`config.mk`:
```
export PLATFORM = sky130hd
export DESIGN_NAME = vintu_top
export DESIGN_NICKNAME = d
export VERILOG_FILES = /design/src/vintu_pkg.sv /design/src/vintu_top.sv
export SDC_FILE = /design/constraint.sdc
export NUM_CORES = 1
export LEC_CHECK = 0
export BUFFER_PORTS_ARGS = -buffer_cell sky130_fd_sc_hd__buf_2
export CAP_MARGIN = 30
export CORE_MARGIN = 2
export CORE_UTILIZATION = 40
export CTS_BUF_LIST = sky130_fd_sc_hd__clkbuf_4
export CTS_CLUSTER_SIZE = 12
export DETAILED_ROUTE_END_ITERATION = 10
export HOLD_SLACK_MARGIN = 0.15
export PLACE_DENSITY = 0.73
export REMOVE_ABC_BUFFERS = 1
export SLEW_MARGIN = 20
export SYNTH_ARGS = -nofsm -noshare
export SYNTH_HDL_FRONTEND = slang
export SYNTH_SLANG_ARGS = --single-unit
```
`constraint.sdc`:
```
create_clock -name clk -period 6.5 [get_ports clk]
set_input_delay 0.325 -clock clk [delete_from_list [all_inputs] [get_ports clk]]
set_output_delay 0.325 -clock clk [all_outputs]
set_load 0.02 [all_outputs]
```
`src/vintu_pkg.sv`:
```
/*
 package for the vectored interrupt unit: register offsets, vectors,
 stack geometry, sensitivity codes, sequencer states and the state record.
 assumes an 8-bit core with a 64-byte stack and 16-bit addresses.
*/
package vintu_pkg;
    // own register offsets on the plain register port
    localparam logic [2:0] A_SENS  = 3'h0;
    localparam logic [2:0] A_PEN   = 3'h1;
    localparam logic [2:0] A_PFLAG = 3'h2;
    localparam logic [2:0] A_PACK  = 3'h3;
    localparam logic [2:0] A_EPEND = 3'h4;
    // reset values
    localparam logic [7:0] SENS_RST = 8'h00;
    localparam logic [5:0] PEN_RST  = 6'h00;
    // vectors: top two words, then maskable ones descending by two
    localparam logic [15:0] VEC_RESET = 16'hFFFE;
    localparam logic [15:0] VEC_TRAP  = 16'hFFFC;
    localparam logic [15:0] VEC_BASE  = 16'hFFFA;
    // stack lives in 00C0h..00FFh, upper ten bits forced
    localparam logic [15:0] STACK_BASE = 16'h00C0;
    localparam logic [15:0] SP_RESET   = 16'h00FF;
    localparam logic [2:0]  CTX_LAST   = 3'h4;
    localparam logic [5:0]  CTX_BYTES  = 6'h05;
    localparam int          IBIT       = 3;
    localparam int          NVEC       = 12;
    // vector numbers allowed to end halt: 1,2,3,4,9,11,12
    localparam logic [12:0] HALT_WAKE = 13'h1A1E;
    // per-line sensitivity codes
    localparam logic [1:0] S_LOWFALL = 2'h0;
    localparam logic [1:0] S_RISE    = 2'h1;
    localparam logic [1:0] S_FALL    = 2'h2;
    localparam logic [1:0] S_BOTH    = 2'h3;

    typedef enum logic [2:0] {
        SEQ_IDLE = 3'h0,
        SEQ_PUSH = 3'h1,
        SEQ_VHI  = 3'h3,
        SEQ_VLO  = 3'h2,
        SEQ_LDPC = 3'h6,
        SEQ_POP  = 3'h4,
        SEQ_POPL = 3'h5
    } vintu_state_type;

    typedef struct packed {
        vintu_state_type st;
        logic [2:0]      cnt;
        logic            mask;
        logic            rst_pend;
        logic            trap_pend;
        logic [3:0]      vec_n;
        logic [15:0]     vaddr;
        logic [15:0]     sp;
        logic [15:0]     pc;
        logic [7:0]      x;
        logic [7:0]      a;
        logic [7:0]      cond;
        logic [7:0]      sens;
        logic [5:0]      pen;
        logic [5:0]      pflag;
        logic [5:0]      parm;
        logic [3:0]      edge_l;
        logic [3:0]      pin_d;
        logic [7:0]      rdata;
        logic            pc_ld;
        logic            ctx_ld;
        logic            wake;
    } vintu_regs_type;
endpackage

```
`src/vintu_top.sv`:
```
/*
 vectored interrupt unit: external line latches, peripheral flags,
 priority, context stacking/unstacking, vector fetch and wake-up.
 assumes the core pulses instr_boundary between instructions, stalls
 while core_hold is high, and memory read data arrive one cycle later.
*/
// What this block does
// - mask set holds maskable requests pending
// - reset leaves the global mask set
// - entry only at an instruction boundary
// - push pc, index, accumulator, condition codes
// - entry sets the global mask
// - load pc from the vector, then fetch
// - return pops context and clears mask
// - fixed priority: reset, trap, ascending vector
// - any request ends wait mode
// - only listed sources end halt mode
// - trap ignores the global mask
// - line vector needs event and clear mask
// - edge latch cleared on handler entry
// - low combined pin masks that line
// - flag needs enable and clear mask
// - clear by writing zero or sequence
// - clearing sequence discards pending request
// - reset and trap vectors at top
// - maskable vectors descend two bytes each
// - five stack bytes, low pc byte first
// - clearing mask in handler serves pending
// - sensitivity codes; code change clears pending
module vintu_top (
    // clock and reset
    input  wire logic        clk,
    input  wire logic        sys_rst,
    // register port
    input  wire logic [2:0]  reg_addr,
    input  wire logic [7:0]  reg_wdata,
    input  wire logic        reg_wr,
    input  wire logic        reg_rd,
    output logic      [7:0]  reg_rdata,
    // event sources
    input  wire logic [3:0]  ext_line,
    input  wire logic [3:0]  ext_nand_low,
    input  wire logic [5:0]  periph_evt,
    // core sequencer
    input  wire logic        instr_boundary,
    input  wire logic        trap_exec,
    input  wire logic        return_from_handler_instr,
    input  wire logic        mask_set,
    input  wire logic        mask_clr,
    input  wire logic        wait_mode,
    input  wire logic        halt_mode,
    input  wire logic [15:0] pc_in,
    input  wire logic [7:0]  x_in,
    input  wire logic [7:0]  a_in,
    input  wire logic [7:0]  cond_in,
    input  wire logic [15:0] sp_in,
    output logic             core_hold,
    output logic             global_mask,
    output logic             pc_load,
    output logic             ctx_load,
    output logic [15:0]      pc_out,
    output logic [7:0]       x_out,
    output logic [7:0]       a_out,
    output logic [7:0]       condition_code_register,
    output logic [15:0]      sp_out,
    output logic             wake,
    // memory port
    output logic [15:0]      mem_addr,
    output logic [7:0]       mem_wdata,
    output logic             mem_we,
    output logic             mem_re,
    input  wire logic [7:0]  mem_rdata
);
    vintu_pkg::vintu_regs_type r_r;
    vintu_pkg::vintu_regs_type r_nxt;
    logic [3:0]  ereq;
    logic [11:0] req;
    logic [3:0]  sel;
    logic [5:0]  spo;

    // line requests: level code also asserts while low
    always_comb begin
        for (int i = 0; i < 4; i++) begin
            ereq[i] = (r_r.edge_l[i] | (r_r.sens[2*i +: 2] == vintu_pkg::S_LOWFALL
                      & ~ext_line[i])) & ~ext_nand_low[i];
        end
        req = {r_r.pflag & r_r.pen, 2'b00, ereq};
        sel = 4'h0;
        for (int j = vintu_pkg::NVEC; j >= 1; j--) begin
            if (req[j-1]) begin
                sel = 4'(j);
            end
        end
    end

    // stack slot offset for the current step, wraps in 64 bytes
    always_comb begin
        if (r_r.st == vintu_pkg::SEQ_POP) begin
            spo = r_r.sp[5:0] + 6'h01 + {3'h0, r_r.cnt};
        end else begin
            spo = r_r.sp[5:0] - {3'h0, r_r.cnt};
        end
    end

    // memory strobes follow the registered sequencer state
    always_comb begin
        mem_we    = (r_r.st == vintu_pkg::SEQ_PUSH);
        mem_re    = (r_r.st == vintu_pkg::SEQ_VHI) | (r_r.st == vintu_pkg::SEQ_VLO)
                    | (r_r.st == vintu_pkg::SEQ_POP);
        mem_addr  = vintu_pkg::STACK_BASE | {10'h000, spo};
        mem_wdata = 8'h00;
        if (r_r.st == vintu_pkg::SEQ_VHI) begin
            mem_addr = r_r.vaddr;
        end else if (r_r.st == vintu_pkg::SEQ_VLO) begin
            mem_addr = r_r.vaddr + 16'h0001;
        end
        unique case (r_r.cnt)
            3'h0: mem_wdata = r_r.pc[7:0];
            3'h1: mem_wdata = r_r.pc[15:8];
            3'h2: mem_wdata = r_r.x;
            3'h3: mem_wdata = r_r.a;
            default: mem_wdata = r_r.cond;
        endcase
    end

    // next state of the whole unit
    always_comb begin
        logic [3:0] fall;
        logic [3:0] rise;
        logic [3:0] ev;
        logic [2:0] item;
        logic       take;
        r_nxt        = r_r;
        fall         = r_r.pin_d & ~ext_line;
        rise         = ~r_r.pin_d & ext_line;
        ev           = 4'h0;
        item         = r_r.cnt - 3'h1;
        take         = 1'b0;
        r_nxt.pin_d  = ext_line;
        r_nxt.pc_ld  = 1'b0;
        r_nxt.ctx_ld = 1'b0;
        r_nxt.rdata  = 8'h00;
        // line edge detection by code
        for (int i = 0; i < 4; i++) begin
            unique case (r_r.sens[2*i +: 2])
                vintu_pkg::S_RISE: ev[i] = rise[i];
                vintu_pkg::S_BOTH: ev[i] = rise[i] | fall[i];
                default:           ev[i] = fall[i];
            endcase
        end
        // software mask control from the core
        if (mask_set) begin
            r_nxt.mask = 1'b1;
        end else if (mask_clr) begin
            r_nxt.mask = 1'b0;
        end
        // register writes; sensitivity only while masked
        if (reg_wr) begin
            unique case (reg_addr)
                vintu_pkg::A_SENS: begin
                    if (r_r.mask) begin
                        r_nxt.sens = reg_wdata;
                        for (int i = 0; i < 4; i++) begin
                            if (reg_wdata[2*i +: 2] != r_r.sens[2*i +: 2]) begin
                                r_nxt.edge_l[i] = 1'b0;
                            end
                        end
                    end
                end
                vintu_pkg::A_PEN:   r_nxt.pen = reg_wdata[5:0];
                vintu_pkg::A_PFLAG: r_nxt.pflag = r_r.pflag & reg_wdata[5:0];
                default: ;
            endcase
        end
        // reads; a flag seen set arms the second half of the sequence
        if (reg_rd) begin
            unique case (reg_addr)
                vintu_pkg::A_SENS:  r_nxt.rdata = r_r.sens;
                vintu_pkg::A_PEN:   r_nxt.rdata = {2'b00, r_r.pen};
                vintu_pkg::A_PFLAG: begin
                    r_nxt.rdata = {2'b00, r_r.pflag};
                    r_nxt.parm  = r_r.pflag;
                end
                vintu_pkg::A_PACK:  r_nxt.rdata = {r_r.mask, 3'h0, r_r.vec_n};
                vintu_pkg::A_EPEND: r_nxt.rdata = {4'h0, ereq};
                default:            r_nxt.rdata = 8'h00;
            endcase
        end
        // associated register access completes the clearing sequence
        if ((reg_rd | reg_wr) & (reg_addr == vintu_pkg::A_PACK)) begin
            r_nxt.pflag = r_nxt.pflag & ~r_r.parm;
            r_nxt.parm  = 6'h00;
        end
        if (return_from_handler_instr == 1'b0 && trap_exec) begin
            r_nxt.trap_pend = 1'b1;
        end
        // sequencer
        unique case (r_r.st)
            vintu_pkg::SEQ_IDLE: begin
                if (r_r.rst_pend) begin
                    r_nxt.rst_pend = 1'b0;
                    r_nxt.vaddr    = vintu_pkg::VEC_RESET;
                    r_nxt.vec_n    = 4'h0;
                    r_nxt.st       = vintu_pkg::SEQ_VHI;
                end else if (return_from_handler_instr) begin
                    r_nxt.sp  = sp_in;
                    r_nxt.cnt = 3'h0;
                    r_nxt.st  = vintu_pkg::SEQ_POP;
                end else if (instr_boundary & (r_r.trap_pend
                             | (~r_r.mask & (sel != 4'h0)))) begin
                    take       = 1'b1;
                    r_nxt.pc   = pc_in;
                    r_nxt.x    = x_in;
                    r_nxt.a    = a_in;
                    r_nxt.cond = cond_in;
                    r_nxt.cond[vintu_pkg::IBIT] = r_r.mask;
                    r_nxt.sp   = sp_in;
                    r_nxt.cnt  = 3'h0;
                    r_nxt.st   = vintu_pkg::SEQ_PUSH;
                    if (r_r.trap_pend) begin
                        r_nxt.trap_pend = 1'b0;
                        r_nxt.vaddr     = vintu_pkg::VEC_TRAP;
                        r_nxt.vec_n     = 4'h0;
                    end else begin
                        r_nxt.vaddr = vintu_pkg::VEC_BASE - {11'h000, sel, 1'b0};
                        r_nxt.vec_n = sel;
                        if (sel <= 4'h4) begin
                            r_nxt.edge_l[sel[1:0] - 2'h1] = 1'b0;
                        end
                    end
                end
            end
            vintu_pkg::SEQ_PUSH: begin
                r_nxt.cnt = r_r.cnt + 3'h1;
                if (r_r.cnt == vintu_pkg::CTX_LAST) begin
                    r_nxt.mask = 1'b1;
                    r_nxt.sp   = {r_r.sp[15:6], r_r.sp[5:0] - vintu_pkg::CTX_BYTES};
                    r_nxt.st   = vintu_pkg::SEQ_VHI;
                end
            end
            vintu_pkg::SEQ_VHI: r_nxt.st = vintu_pkg::SEQ_VLO;
            vintu_pkg::SEQ_VLO: begin
                r_nxt.pc[15:8] = mem_rdata;
                r_nxt.st       = vintu_pkg::SEQ_LDPC;
            end
            vintu_pkg::SEQ_LDPC: begin
                r_nxt.pc[7:0] = mem_rdata;
                r_nxt.pc_ld   = 1'b1;
                r_nxt.st      = vintu_pkg::SEQ_IDLE;
            end
            vintu_pkg::SEQ_POP, vintu_pkg::SEQ_POPL: begin
                if (r_r.st == vintu_pkg::SEQ_POPL) begin
                    item = vintu_pkg::CTX_LAST;
                end
                if (r_r.cnt != 3'h0 || r_r.st == vintu_pkg::SEQ_POPL) begin
                    unique case (item)
                        3'h0: r_nxt.cond = mem_rdata;
                        3'h1: r_nxt.a = mem_rdata;
                        3'h2: r_nxt.x = mem_rdata;
                        3'h3: r_nxt.pc[15:8] = mem_rdata;
                        default: r_nxt.pc[7:0] = mem_rdata;
                    endcase
                end
                r_nxt.cnt = r_r.cnt + 3'h1;
                if (r_r.st == vintu_pkg::SEQ_POPL) begin
                    r_nxt.cond[vintu_pkg::IBIT] = 1'b0;
                    r_nxt.mask   = 1'b0;
                    r_nxt.sp     = {r_r.sp[15:6], r_r.sp[5:0] + vintu_pkg::CTX_BYTES};
                    r_nxt.ctx_ld = 1'b1;
                    r_nxt.st     = vintu_pkg::SEQ_IDLE;
                end else if (r_r.cnt == vintu_pkg::CTX_LAST) begin
                    r_nxt.st = vintu_pkg::SEQ_POPL;
                end
            end
            default: r_nxt.st = vintu_pkg::SEQ_IDLE;
        endcase
        // new events win over any clear in the same cycle
        r_nxt.edge_l = r_nxt.edge_l | ev;
        r_nxt.pflag  = r_nxt.pflag | periph_evt;
        // wake: any request for wait, listed ones for halt
        r_nxt.wake = (wait_mode & ((|req) | r_r.trap_pend))
                     | (halt_mode & (|({req, 1'b0} & vintu_pkg::HALT_WAKE)));
        if (take) begin
            r_nxt.wake = 1'b0;
        end
    end

    // single state register, synchronous reset
    always_ff @(posedge clk) begin
        if (sys_rst) begin
            r_r          <= '0;
            r_r.st       <= vintu_pkg::SEQ_IDLE;
            r_r.mask     <= 1'b1;
            r_r.rst_pend <= 1'b1;
            r_r.sp       <= vintu_pkg::SP_RESET;
            r_r.sens     <= vintu_pkg::SENS_RST;
            r_r.pen      <= vintu_pkg::PEN_RST;
            r_r.pin_d    <= 4'hF;
        end else begin
            r_r <= r_nxt;
        end
    end

    // outputs
    assign reg_rdata   = r_r.rdata;
    assign core_hold   = (r_r.st != vintu_pkg::SEQ_IDLE) | r_r.rst_pend;
    assign global_mask = r_r.mask;
    assign pc_load     = r_r.pc_ld;
    assign ctx_load    = r_r.ctx_ld;
    assign pc_out      = r_r.pc;
    assign x_out       = r_r.x;
    assign a_out       = r_r.a;
    assign condition_code_register = r_r.cond;
    assign sp_out      = r_r.sp;
    assign wake        = r_r.wake;
endmodule

```
# Yosys cells after proc, flatten, opt, wreduce, memory -nomap -nowiden
# Index checks and enable logic that the tools add are counted.
# W data, S select, Z words.
# totals
register_bits	130
input_bits	100
output_inout_bits	95
word_cells	267
# op_classes
n_addsub	10
magnitude_cmp	3
n_eq_ne	46
n_mux	85
bitwise_logic	54
n_reduce_logical	44
# op_table
operator	n
$mux W40	2
$mux W77	1
$mux W4	19
$mux W56	1
$mux W6	9
$mux W16	3
$pmux W16 S3	1
$pmux W24 S2	1
$pmux W8 S3	2
$mux W21	2
$mux W20	2
$mux W8	5
$pmux W8 S5	1
$reduce_and A6 Y1	6
$pmux W8 S4	1
$eq A3 B2 Y1 const B	8
$mux W3	7
$mux W1	19
$and A6 B6 Y6	3
$add A16 B1 Y16 const B	1
$eq A3 B3 Y1 const B	5
$or A1 B1 Y1	15
$pmux W3 S5	1
$reduce_bool A3 Y1	5
other kinds (46)	122

# Depth between registers and ports, before layout
# depth
word_depth	25
ltp_mapped	11
ltp_nobuf	9

# Worst setup path before layout
# Ideal clock, no wire load.
# synth_path
path_kind	reg2out
startpoint	register r_r[126] (netlist name)
endpoint	output port mem_addr[4]
t_arrival_ns	2.223
t_required_ns	6.175
setup_slack_ns	3.952
path_stages_with_launch	9
path_buffers	2
cell_sequence	dfxtp_1 -> clkbuf_1 -> clkbuf_1 -> inv_1 -> ha_1 -> nor2b_1 -> o41ai_1 -> xnor2_1 -> o21ai_0
# synth_between
elab_chain_cells	4
word_cells_on_any_way	5
cone_classes	2 x add/sub; 3 x mux
# synth_rtl
element	line	source
start, declared	vintu_top.sv:74	vintu_pkg::vintu_regs_type r_r;
start signal, assigned	vintu_top.sv:300	r_r <= r_nxt;
$sub A6 B3 Y6 / $add A6 B3 Y6 (equally long branches)	vintu_top.sv:101, vintu_top.sv:99	
$mux W6 (*)	vintu_top.sv:98	if (r_r.st == vintu_pkg::SEQ_POP) begin
$mux W16 (*)	vintu_top.sv:114	end else if (r_r.st == vintu_pkg::SEQ_VLO) begin
$mux W16 (*)	vintu_top.sv:112	if (r_r.st == vintu_pkg::SEQ_VHI) begin
end, declared	vintu_top.sv:68	output logic [15:0] mem_addr,
# Mark *: on every way between the ends. The rest lies on a longest branch, timed or not.

# Worst setup path in the final report
# layout_path
startpoint	register r_r[129] (netlist name)
endpoint	output port mem_addr[5]
# layout_between
elab_chain_cells	4
word_cells_on_any_way	6
cone_classes	3 x eq/ne; 3 x mux
# layout_rtl
element	line
$eq A3 B3 Y1	vintu_top.sv:98
$mux W6	vintu_top.sv:98
$mux W16	vintu_top.sv:114
$mux W16 (*)	vintu_top.sv:112
# Marks and branches as above.

==> results.sh <==
export IMPL_status="complete, no violations"
export IMPL_drt_iter0_drc=779
export IMPL_power_leakage_nw=3.84
export IMPL_hold_viol=0
export IMPL_vias=7688
export IMPL_die_x_um=141
export IMPL_cts_sinks=120
export IMPL_initial_core_util_pct=40.5
export IMPL_cp_start_kind="flip-flop"
export IMPL_syn_to_final_growth_pct=22.0
export IMPL_crit_path_start="r_r[129]"
export IMPL_hold_class="input pin to flip-flop"
export IMPL_n_fill_cell=1770
export IMPL_clk_pin_slew_ps=120
export IMPL_netlist_area_um2=7490
export IMPL_place_area_um2=8130
export IMPL_postRouteAntennaNets=0
export IMPL_critPathRequiredTime_ps=6170
export IMPL_rrSetupSlack_ps=3510
export IMPL_regArea_um2=2400
export IMPL_syn_inst=898
export IMPL_grt_max_degree=50
export IMPL_slowest_stage="dfxtp_1"
export IMPL_synthTopCellsByCount="120 x dfxtp_1, 104 x nor2_1, 73 x a21oi_1"
export IMPL_synth_distinct_cells=81
export IMPL_clk_path_buf_depth=2
export IMPL_power_mw=3.36
export IMPL_p_per_area_nw_per_um2=368
export IMPL_synth_edf_count=0
export IMPL_fin_cells=1325
export IMPL_viasPerCell=5.80
export IMPL_row_count=50
export IMPL_drtPass1Iterations=8
export IMPL_crit_fanout=25
export IMPL_cts_tree="built"
export IMPL_yosysWarnings=0
export IMPL_clkLatencyLatePin_ps=550
export IMPL_ys_ff_latch=120
export IMPL_async_flop_share_pct=0
export IMPL_finalClockSkew_ps=20.0
export IMPL_drive_gt1_share_pct=25.9
export IMPL_htreeDepth=4
export IMPL_grt_pass1_vias=7057
export IMPL_slew_headroom_pct=35.8
export IMPL_multi_input_area_um2=4270
export IMPL_io_pins=195
export IMPL_cts_root_buf="clkbuf_4"
export IMPL_die_h_um=141
export IMPL_nets=1208
export IMPL_fin_crit_sh_pct=51.3
export IMPL_grtUsageTotal_pct=23.4
export IMPL_drc=0
export IMPL_maxCapViolations=0
export IMPL_post_cts_resized=0
export IMPL_netlist_top_cells_area="dfxtp_1 32%, buf_4 6.6%, nor2_1 5.2%"
export IMPL_cp_slowest_stage_delay_ps=860
export IMPL_dieArea_um2=19800
export IMPL_synth_top_area_share_pct=32.1
export IMPL_drv_slew=0
export IMPL_cp_arrival_ps=3010
export IMPL_setup_tns_ps=0
export IMPL_portBuffers=193
export IMPL_tightest_slew_ps=959
export IMPL_avgRoutedWirePerCell_um=18.0
export IMPL_grt_first_pass_wirelength_um=36800
export IMPL_ir_drop_v=0.000249
export IMPL_gp_congestion=0.936
export IMPL_cp_cell_sequence="nor3b_2, o21ai_0, o22ai_1, xnor2_1, o21ai_0, buf_2"
export IMPL_core_area_um2=18500
export IMPL_dp_cells=1220
export IMPL_crit_top_cell="o21ai_0"
export IMPL_yosysMostFrequentCell="dfxtp_1"
export IMPL_critPathKind="flip-flop to primary output"
export IMPL_grt_overflow_total=0
export IMPL_synthFlopType="dfxtp_1"
export IMPL_min_period_ps=3340
export IMPL_r2r_start="r_r[129]"
export IMPL_yosysSeqAreaShare_pct=32.1
export IMPL_syn_area_per_cell_um2=8.34
export IMPL_numCtsBuffers=17
export IMPL_rsz0062_at_grt="false"
export IMPL_final_area_um2=9140
export IMPL_crit_end="mem_addr[5]"
export IMPL_antenna_found_initial=1
export IMPL_hpwl_um=16900
export IMPL_synth_area_leader_cell="dfxtp_1"
export IMPL_r2r_end="a_out[0]"
export IMPL_drt_total_wl_um=23800
export IMPL_fmax_ghz=0.300
export IMPL_worstRegToRegCells=5
export IMPL_setup_viol_count_final=0
export IMPL_crit_path_end_kind="primary output"
## per-layer routing
| metal | GRT usage, % | up-vias | share of wire, % |
|---|---|---|---|
| met1 | 31.1 | 3601 | 41 |
| met4 | 10.7 | 0 | 3.7 |
| met2 | 36.1 | 440 | 46 |
| met5 | 0 | - | 0 |
| li1 | - | 3564 | - |
| met3 | 5.64 | 83 | 8.8 |
## logic make-up (layout without fill, tap and decap cells)
kind of cell	after synthesis	count (layout)	share of synthesized area [%]
multiplexers	27	27	4.28
AO/OA/AOI/OAI	267	267	26.4
flip-flops	120	120	32.1
AND/OR/NAND/NOR	288	288	18.7
buffers and inverters	147	339	11.0
adder cells (fa/ha/maj)	30	30	5.31
other	1	2	0.0501
XOR/XNOR	18	18	2.10
## worst max-delay path: cells and delay by family (launching register included)
kind | cells | cell delay, ps
flops | 1 | 860
compound gates | 3 | 720
simple gates | 1 | 580
buf+inv | 1 | 230
xor+xnor | 1 | 80
## layout make-up
| cell class | count | area share (%) |
|---|---|---|
| tap | 234 | 3.20 |
| multi-input combinational | 631 | 46.7 |
| clock inverter | 11 | 1.44 |
| sequential | 120 | 26.3 |
| clock buffer | 20 | 1.64 |
| timing repair buffer | 274 | 19.3 |
| antenna | 1 | 0.0274 |
| inverter | 34 | 1.40 |
## how the worst min path moves through the flow
stage                     depth (start not counted)                          to          from
after global placement                            2                  sp_out[13]    sp_out[13]
final                                             4                  pc_out[12]     pc_in[12]
after floorplan                                   1                    a_out[1]       sys_rst
after global routing                              3  condition_code_register[2]  mem_rdata[2]
after detailed placement                          2                   sp_out[8]     sp_out[8]
after CTS                                         3  condition_code_register[7]  mem_rdata[7]
## metrics by stage
step / setup slack [ps] / hold slack (ps) / utilization [%]
5_1_grt: 2940 / 163 / 49.4
3_3_place_gp: 3600 / 440 / 43.8
2_1_floorplan: 2790 / 391 / -
4_1_cts: 3210 / 151 / 49.1
6_report: 3160 / 189 / 49.4
3_5_place_dp: 3570 / 448 / 43.9
## report_power, final
group	leakage [nW]	internal, mW	total (mW)	switching, mW
sequential	0.979	0.851	1.02	0.166
combinational	2.71	0.649	1.79	1.14
clock	0.160	0.272	0.559	0.287
## state kept, by name, indices dropped and copies added (netlist names)
name,cells
condition_code_register,8
r_r,52
pc_load,1
global_mask,1
sp_out,16
a_out,8
x_out,8
pc_out,16
wake,1
ctx_load,1
reg_rdata,8
## placed cells by master, fill, tap and decap left out, types with 15 or more instances in the layout
cell and instances:
nor2_1 104, a21oi_1 73, ha_1 27, nor3_1 26
buf_2 193, nand3_1 38, clkbuf_4 20, mux2i_1 23
inv_1 33, o2bb2ai_1 15, o21ai_0 32, dfxtp_1 120
nand2_1 55, dlygate4sd3_1 70, a22oi_1 29
## what timing repair did
item	in CTS	in global routing
endpoints found under the setup margin	0	0
endpoints found under the hold margin	63	1
buffers inserted	0	0
hold buffers	69	1
Note: power is estimated with default switching activity, not from simulation.
